**config.mk**
```make
export PLATFORM = sky130hd
export DESIGN_NAME = alu_core
export DESIGN_NICKNAME = d
export VERILOG_FILES = /design/src/design/alu_pkg.sv /design/src/design/alu_core.sv
export SDC_FILE = /design/constraint.sdc
export NUM_CORES = 1
export LEC_CHECK = 0
export ABC_AREA = 0
export BUFFER_PORTS_ARGS = -buffer_cell sky130_fd_sc_hd__buf_2
export CORE_AREA = 8 8 118 147
export CTS_BUF_LIST = sky130_fd_sc_hd__clkbuf_8
export DETAILED_ROUTE_END_ITERATION = 10
export DIE_AREA = 0 0 126 155
export HOLD_SLACK_MARGIN = 0.08
export SLEW_MARGIN = 20
export SYNTH_ARGS = -nofsm -noshare
export SYNTH_HDL_FRONTEND = slang
export SYNTH_SLANG_ARGS = --single-unit
export TNS_END_PERCENT = 100
```
**constraint.sdc**
```tcl
create_clock -name CLK -period 6.9 [get_ports CLK]
set_clock_uncertainty 0.15 [all_clocks]
set_input_delay 1.725 -clock CLK [delete_from_list [all_inputs] [get_ports CLK]]
set_output_delay 1.725 -clock CLK [all_outputs]
set_load 0.02 [all_outputs]
```
**src/design/alu_pkg.sv**
```systemverilog
// constants, operation codes and carriers for the 8-bit alu and flags register
// assumes the instruction sequencer decodes opcodes into alu_op_e
package alu_pkg;

	localparam logic [8:0] FLAGS_ADDR     = 9'h003; // flags register data address
	localparam int         FLAG_CARRY     = 0;
	localparam int         FLAG_NIBBLE    = 1;
	localparam int         FLAG_ZERO      = 2;
	localparam int         FLAG_SLEEP_N   = 3;
	localparam int         FLAG_WDOG_N    = 4;
	localparam int         FLAG_PAGE_LO   = 5;
	localparam int         FLAG_PAGE_HI   = 6;
	localparam int         FLAG_IND_PAGE  = 7;
	localparam logic [7:0] FLAGS_RESET    = 8'h18; // page bits 0, reset-cause bits 1, arithmetic flags 0
	localparam logic [7:0] WREG_RESET     = 8'h00;
	localparam logic [7:0] ARITH_MASK     = 8'h07; // bits the operation owns
	localparam logic [7:0] CAUSE_MASK     = 8'h18; // bits only hardware events change
	localparam logic [7:0] CLEAR_KEEP     = 8'h1b; // bits a whole-register clear leaves alone

	typedef enum logic [3:0] {
		OP_NONE,
		OP_MOVE_TO_WREG,     // memory operand to working register, no flags
		OP_MOVE_TO_REG,      // working register to memory, no flags
		OP_ADD,              // operand + working register
		OP_WREG_MINUS_REG,   // working register - operand
		OP_REG_MINUS_WREG,   // operand - working register
		OP_AND_LITERAL,
		OP_XOR_LITERAL,
		OP_SHIFT_LEFT,       // rotate through carry
		OP_SHIFT_RIGHT,
		OP_BIT_CLEAR,
		OP_BIT_SET,
		OP_NIBBLE_SWAP,
		OP_CLEAR             // clear destination, sets zero
	} alu_op_e;

	typedef struct packed {
		alu_op_e    op;
		logic       to_reg;   // 1: result goes to memory operand, 0: working register
		logic [8:0] addr;     // resolved 9-bit data address of the operand
		logic [7:0] operand;  // memory operand value
		logic [7:0] literal;  // instruction constant
		logic [2:0] bit_sel;  // bit index for bit set and clear
	} alu_req_s;

	typedef struct packed {
		logic       we;
		logic [8:0] addr;
		logic [7:0] data;
	} mem_wr_s;

endpackage : alu_pkg

```
**src/design/alu_core.sv**
```systemverilog
// 8-bit alu with working register, flags register and reset-cause tracking
// assumes the sequencer presents one request per instruction cycle with EXEC high
`timescale 1ns/1ps
module alu_core
	import alu_pkg::*;
(
	// clock and reset
	input  wire logic     CLK,
	input  wire logic     ARST_N,
	// instruction request from the sequencer
	input  wire logic     EXEC,
	input  alu_req_s      REQ,
	// hardware events, single-cycle pulses from core logic
	input  wire logic     WATCHDOG_KICK,
	input  wire logic     WATCHDOG_EXPIRED,
	input  wire logic     SLEEP_ENTER,
	// address forming inputs
	input  wire logic [6:0] DIRECT_OFFSET,
	input  wire logic [7:0] POINTER_VALUE,
	// results
	output mem_wr_s       MEM_WR,
	output logic [7:0]    WREG,
	output logic [7:0]    FLAGS,
	output logic [1:0]    DIRECT_BANK,
	output logic [8:0]    DIRECT_ADDR,
	output logic [8:0]    INDIRECT_ADDR
);

	logic [7:0] wreg_q, wreg_d;
	logic [7:0] flags_q, flags_d;
	mem_wr_s    mem_wr_q, mem_wr_d;
	logic [8:0] direct_addr_q, indirect_addr_q;

	// operand selection and raw arithmetic, 9-bit full sums and 5-bit nibble sums so carry falls out
	logic [8:0] sum_full;
	logic [4:0] sum_nib;
	logic [7:0] sub_a, sub_b;
	logic [8:0] sub_full;
	logic [4:0] sub_nib;
	logic       is_sub, is_rev;
	assign is_rev   = (REQ.op == OP_WREG_MINUS_REG);
	assign is_sub   = is_rev || (REQ.op == OP_REG_MINUS_WREG);
	assign sub_a    = is_rev ? wreg_q : REQ.operand;
	assign sub_b    = is_rev ? REQ.operand : wreg_q;
	// subtract as a + ~b + 1, carry set means no borrow
	assign sub_full = {1'b0, sub_a} + {1'b0, ~sub_b} + 9'h001;
	assign sub_nib  = {1'b0, sub_a[3:0]} + {1'b0, ~sub_b[3:0]} + 5'h01;
	assign sum_full = {1'b0, REQ.operand} + {1'b0, wreg_q};
	assign sum_nib  = {1'b0, REQ.operand[3:0]} + {1'b0, wreg_q[3:0]};

	// result and flag effects of each operation
	// logic ops touch zero only and shifts touch carry only, so the other flags survive
	logic [7:0] result;
	logic       aff_zero, aff_carry, aff_nib;
	logic       new_carry, new_nib;
	logic [7:0] bit_mask;
	assign bit_mask = 8'h01 << REQ.bit_sel;

	always_comb begin
		result    = REQ.operand;
		aff_zero  = 1'b0;
		aff_carry = 1'b0;
		aff_nib   = 1'b0;
		new_carry = flags_q[FLAG_CARRY];
		new_nib   = flags_q[FLAG_NIBBLE];
		unique case (REQ.op)
			OP_NONE, OP_MOVE_TO_WREG: begin
				result = REQ.operand;
			end
			OP_MOVE_TO_REG: begin
				result = wreg_q;
			end
			OP_ADD: begin
				result    = sum_full[7:0];
				{aff_zero, aff_carry, aff_nib} = 3'b111;
				new_carry = sum_full[8];
				new_nib   = sum_nib[4];
			end
			OP_WREG_MINUS_REG, OP_REG_MINUS_WREG: begin
				result    = sub_full[7:0];
				{aff_zero, aff_carry, aff_nib} = 3'b111;
				new_carry = sub_full[8];
				new_nib   = sub_nib[4];
			end
			OP_AND_LITERAL: begin
				result   = wreg_q & REQ.literal;
				aff_zero = 1'b1;
			end
			OP_XOR_LITERAL: begin
				result   = wreg_q ^ REQ.literal;
				aff_zero = 1'b1;
			end
			OP_SHIFT_LEFT: begin
				result    = {REQ.operand[6:0], flags_q[FLAG_CARRY]};
				aff_carry = 1'b1;
				new_carry = REQ.operand[7];
			end
			OP_SHIFT_RIGHT: begin
				result    = {flags_q[FLAG_CARRY], REQ.operand[7:1]};
				aff_carry = 1'b1;
				new_carry = REQ.operand[0];
			end
			OP_BIT_CLEAR: begin
				result = REQ.operand & ~bit_mask;
			end
			OP_BIT_SET: begin
				result = REQ.operand | bit_mask;
			end
			OP_NIBBLE_SWAP: begin
				result = {REQ.operand[3:0], REQ.operand[7:4]};
			end
			OP_CLEAR: begin
				result   = 8'h00;
				aff_zero = 1'b1;
			end
			default: begin
				result = REQ.operand; // two spare opcodes fall back to the operand
			end
		endcase
	end

	// flags register answers at one offset in every bank, so only the low seven bits count
	function automatic logic is_flags_addr(input logic [8:0] addr);
		return addr[6:0] == FLAGS_ADDR[6:0];
	endfunction : is_flags_addr

	// destination decode; a write aimed at the flags register never leaves the block
	logic to_flags, wr_mem, wr_wreg, arith_aff;
	assign to_flags  = REQ.to_reg && is_flags_addr(REQ.addr); // mirrored in every bank
	assign wr_mem    = EXEC && REQ.to_reg && (REQ.op != OP_NONE) && (REQ.op != OP_MOVE_TO_WREG);
	assign wr_wreg   = EXEC && !REQ.to_reg && (REQ.op != OP_NONE) && (REQ.op != OP_MOVE_TO_REG);
	assign arith_aff = aff_zero || aff_carry || aff_nib;

	// flags next value: software write first, then operation flags, then events
	// later stages overwrite earlier ones, so events can never be undone by software
	logic [7:0] sw_flags, op_flags, write_mask;
	// a flag-affecting op to the flags register may not write the arithmetic bits
	assign write_mask = ~CAUSE_MASK & (arith_aff ? ~ARITH_MASK : 8'hff);
	assign sw_flags   = (wr_mem && to_flags) ?
	                    ((flags_q & ~write_mask) | (result & write_mask)) : flags_q;

	always_comb begin
		op_flags = sw_flags;
		if (EXEC && REQ.op == OP_CLEAR && REQ.to_reg && to_flags) begin
			op_flags = flags_q & CLEAR_KEEP; // top three cleared, cause bits kept
		end
		if (EXEC && aff_zero) begin
			op_flags[FLAG_ZERO] = (result == 8'h00);
		end
		if (EXEC && aff_nib) begin
			op_flags[FLAG_NIBBLE] = new_nib;
		end
		if (EXEC && aff_carry) begin
			op_flags[FLAG_CARRY] = new_carry;
		end
		flags_d = op_flags;
		// cause bits move only on hardware events; expiry outranks a same-cycle kick
		if (WATCHDOG_KICK) begin
			flags_d[FLAG_WDOG_N]  = 1'b1;
			flags_d[FLAG_SLEEP_N] = 1'b1;
		end
		if (SLEEP_ENTER) begin
			flags_d[FLAG_WDOG_N]  = 1'b1;
			flags_d[FLAG_SLEEP_N] = 1'b0;
		end
		if (WATCHDOG_EXPIRED) begin
			flags_d[FLAG_WDOG_N] = 1'b0;
		end
	end

	// working register and memory write-back
	// the working register has no data address, so only wr_wreg can load it
	assign wreg_d          = wr_wreg ? result : wreg_q;
	assign mem_wr_d.we     = wr_mem && !to_flags;
	assign mem_wr_d.addr   = REQ.addr;
	assign mem_wr_d.data   = result;

	// bank and pointer address forming from the next flags value
	// using the next flags keeps the addresses in step with a same-cycle page write
	logic [8:0] direct_addr_d, indirect_addr_d;
	assign direct_addr_d   = {flags_d[FLAG_PAGE_HI:FLAG_PAGE_LO], DIRECT_OFFSET};
	assign indirect_addr_d = {flags_d[FLAG_IND_PAGE], POINTER_VALUE};

	// one register stage; result and flags land on the same edge
	// outputs come straight from these flops, so a consumer never sees a half-updated set
	always_ff @(posedge CLK or negedge ARST_N) begin
		if (!ARST_N) begin
			wreg_q          <= WREG_RESET;
			flags_q         <= FLAGS_RESET; // power-up sets both cause bits
			mem_wr_q        <= '0;
			direct_addr_q   <= '0;
			indirect_addr_q <= '0;
		end else begin
			wreg_q          <= wreg_d;
			flags_q         <= flags_d;
			mem_wr_q        <= mem_wr_d;
			direct_addr_q   <= direct_addr_d;
			indirect_addr_q <= indirect_addr_d;
		end
	end

	assign WREG          = wreg_q;
	assign FLAGS         = flags_q;
	assign MEM_WR        = mem_wr_q;
	assign DIRECT_BANK   = flags_q[FLAG_PAGE_HI:FLAG_PAGE_LO];
	assign DIRECT_ADDR   = direct_addr_q;
	assign INDIRECT_ADDR = indirect_addr_q;

endmodule : alu_core

```
==> summary.md <==
| Metric | Value |
|---|---|
| Post-CTS Setup Repair Bufs | 0 |
| Tightest Hold Check Type | reg -> reg |
| Final Cycle Share | 0.671 |
| Antenna-violating nets left | 0 |
| Worst Setup Path Type | in -> reg |
| Register bit total from synthesis | between 40 and 50 |
| Number of antenna cells inserted | 0 |
| Worst endpoint required time | ~7000 ps |
| Die ar. | 19500 um^2 |
| Worst hold margin | between 300 and 400 ps |
| Critical Path AT | approximately 4700 ps |
| # H-tree levels | 2 |
| Count of cells along the worst hold path | 2 |
| Total track usage | 0.127 |
| Clock insertion delay at the later pin of the skew report | roughly 300 ps |
| GR Overflow Total | 0 |
| Tightest slew margin relative to the limit | 0.381 |
| Dominant cells by area after synthesis | sky130_fd_sc_hd__dfrtp_1 (32%), sky130_fd_sc_hd__ha_1 (5.8%), sky130_fd_sc_hd__a21oi_1 (3.8%) |
| Bufs on Longest Clock Path | 2 |
| Mean post-synth cell area | between 9 and 10 um^2 |
| Die Span X | 126 um |
| Routability cong. | about 0.96 |
| Buffers added on ports | roughly 110 |
| Synth Cell Area | about 3600 um^2 |
| Cell row count | 51 |
| Final wirelength | 12.7 mm |
| Final Hold Fails | 0 |
| Starting utilization of the core area | 0.240 |
| Root buffer cell | sky130_fd_sc_hd__clkbuf_8 |
| Net count after synthesis | 475 |
| Total vias in the final route | 3615 |
| Number of slew-limit violations in the final report | 0 |
| Warnings, synthesis | 0 |
| DRC violations left | 0 |
| Routed length per placed instance | around 19 um |
| Maximum number of pins on one net before global-route repair | 50 |
| Category of the worst setup path launch point | primary input |
| Worst-case setup margin in the final layout | roughly 2300 ps |
| Kind of end point of the critical path | flop |
| Peak supply drop | 0.0000767 V |
| Total number of clock tree sinks | 49 |
| Layout Nets | 556 |
| I/O pins | 108 |
| Distinct cells, synth | 70 |
| Share of cells above drive strength 1 | 0.297 |
| Global-route wire length before repair | ~20 mm |
| Final setup fails | 0 |
| Count of flip-flops with a built-in enable after synthesis | 0 |
| Cts-stage hold buffer count | 0 |
| Area added between synthesis and finish | 19.3% |
| Unrepaired setup endpoints after global routing | no |
| Iter 0 DRT Violations | between 200 and 300 |
| Gate Count Post-Synth | between 400 and 500 |
| Setup TNS | 0 ps |
| Transition at the pin with the smallest max-transition slack | around 930 ps |
| DR vias/cell | around 5.4 |
| Maximum clock frequency | between 0.2 and 0.25 GHz |
| Core Region | 15200 um^2 |
| Number of standard cells in the final layout excluding fillers | 670 |
| Worst R2R Path Depth | 8 |
| Dpl hpwl | roughly 9.9 mm |
| Leakage power summed over all cells | between 0.0015 and 0.002 uW |
| Number of buffers created by CTS | 5 |
| Number of antenna violations at the first check in global routing | 0 |
| Worst slack, placed | 1990 ps |
| Largest fanout of any net on the critical path | 46 |
| Vias in the first global route | 3533 |
| Cell type with the largest total area after synthesis | sky130_fd_sc_hd__dfrtp_1 |
| Utilization after layout | 0.286 |
| Clock transition at the register clock pins on the worst setup and hold paths after CTS | 100 ps |
| Power density over cell area | between 200 and 250 nW/um^2 |
| Min Tclk post-route | ~4600 ps |
| Clock tree from TritonCTS | done |
| Die Y | between 150 and 200 um |
| Async S/R FF share, synth | 1.00 |
| Result of the run | complete, no violations |
| Filler cell count in the final layout | around 1600 |
| Number of cells after detailed placement | 662 |
| Share of the synthesized area in the top cell type | 0.323 |
| Number of max-cap violations | 0 |
| Number of gates given a new drive strength after cts | 0 |
| Fraction of the yosys area taken by sequential cells | 0.337 |
| Detailed-router iteration count before antenna repair | 5 |
| Leading register cell type out of synthesis | sky130_fd_sc_hd__dfrtp_1 |
[registers in the layout, indices dropped and copies added (netlist names)]
| register | cells |
|---|---|
| INDIRECT_ADDR | 8 |
| WREG | 8 |
| FLAGS | 7 |
| DIRECT_ADDR | 8 |
| MEM_WR | 18 |
[critical path, cell delays in order]
cell and delay [ps]:
sky130_fd_sc_hd__buf_2 600, sky130_fd_sc_hd__or4b_4 630, sky130_fd_sc_hd__mux2i_4 230, sky130_fd_sc_hd__ha_1 280
sky130_fd_sc_hd__a21boi_0 180, sky130_fd_sc_hd__o22ai_1 100, sky130_fd_sc_hd__a211o_1 370, sky130_fd_sc_hd__nor3_1 210
sky130_fd_sc_hd__o2111ai_1 160, sky130_fd_sc_hd__o41ai_2 210
[cells in the mapped netlist, drive strengths merged, types with 3 or more instances]
library cell  instances
nand2                22
nand3b                6
ha                   17
clkbuf               16
a32oi                 4
and3                  4
inv                  12
buf                  17
a22oi                 4
dfrtp                47
nor3                  7
nor2b                12
o31ai                 3
a21oi                28
mux2i                13
and2                  3
nand2b               20
nor2                 27
a22o                  3
a31oi                 6
o22ai                 8
o211ai                3
nand4                 4
o32ai                 4
or2                   3
a21boi                3
a211o                 6
o22a                  3
nor3b                 5
a31o                  4
o21ai                19
or3                   3
mux2                 11
nand3                13
[cells by family (layout without fill, tap and decap cells)]
kind of cell	Yosys count	after routing	synth area share
muxes	24	24	0.0765
xor gates and xnor gates	3	3	0.00721
AOI/OAI and AO/OA	128	128	0.251
adders and majority gates	18	18	0.0638
buffers and inverters	45	127	0.0580
DFF	49	49	0.337
and+or+nand+nor	136	136	0.207
[per-layer routing]
metal | wire (um) | vias to the layer above | track usage
li1 | - | 1671 | -
met1 | 5570 | 1745 | 0.160
met2 | 5850 | 177 | 0.206
met3 | 948 | 22 | 0.0291
met4 | 352 | 0 | 0.0528
met5 | 0 | - | 0
[final timing paths]
check,from,endpoint,slack [ps]
setup / recovery,REQ[31],FLAGS[2]$_DFFE_PN0P_,2270
max in group asynchronous,ARST_N,INDIRECT_ADDR[1]$_DFF_PN0_,4930
setup reg to reg,WREG[3]$_DFFE_PN0P_,FLAGS[2]$_DFFE_PN0P_,3510
hold / removal,FLAGS[3]$_DFFE_PN1P_,FLAGS[3]$_DFFE_PN1P_,340
min in group asynchronous,ARST_N,INDIRECT_ADDR[3]$_DFF_PN0_,1270
hold reg to reg,FLAGS[3]$_DFFE_PN1P_,FLAGS[3]$_DFFE_PN1P_,340
[cell type report]
| class | count | area, um^2 | area share |
|---|---|---|---|
| sequential | 49 | 1230 | 0.283 |
| clock inverter | 2 | 17.5 | 0.00403 |
| inverter | 12 | 45.0 | 0.0104 |
| clock buffer | 6 | 82.6 | 0.0190 |
| timing repair buffer | 107 | 538 | 0.124 |
| tap | 185 | 231 | 0.0532 |
| multi-input combinational | 309 | 2210 | 0.507 |
[report_power, final]
group	switching, uW	leakage, uW	internal [uW]
Clock	94.1	0.0000518	83.2
Combinational	293	0.00130	181
Sequential	48.0	0.000580	323
[through the flow]
step | area [um^2] | power, uW
2_1_floorplan | 3650 | 684
3_3_place_gp | 4250 | 844
3_5_place_dp | 4250 | 849
4_1_cts | 4350 | 1040
5_1_grt | 4350 | 1100
6_report | 4350 | 1020
[cells in the final DEF, fill, tap and decap left out, types with 12 or more instances in the layout]
| cell | count |
|---|---|
| sky130_fd_sc_hd__a21oi_1 | 28 |
| sky130_fd_sc_hd__buf_2 | 106 |
| sky130_fd_sc_hd__dfrtp_1 | 47 |
| sky130_fd_sc_hd__ha_1 | 17 |
| sky130_fd_sc_hd__inv_1 | 12 |
| sky130_fd_sc_hd__nand2_1 | 22 |
| sky130_fd_sc_hd__nand2b_1 | 20 |
| sky130_fd_sc_hd__nand3_1 | 13 |
| sky130_fd_sc_hd__nor2_1 | 27 |
| sky130_fd_sc_hd__nor2b_1 | 12 |
| sky130_fd_sc_hd__o21ai_0 | 18 |
(Power assumes the default switching activity.)
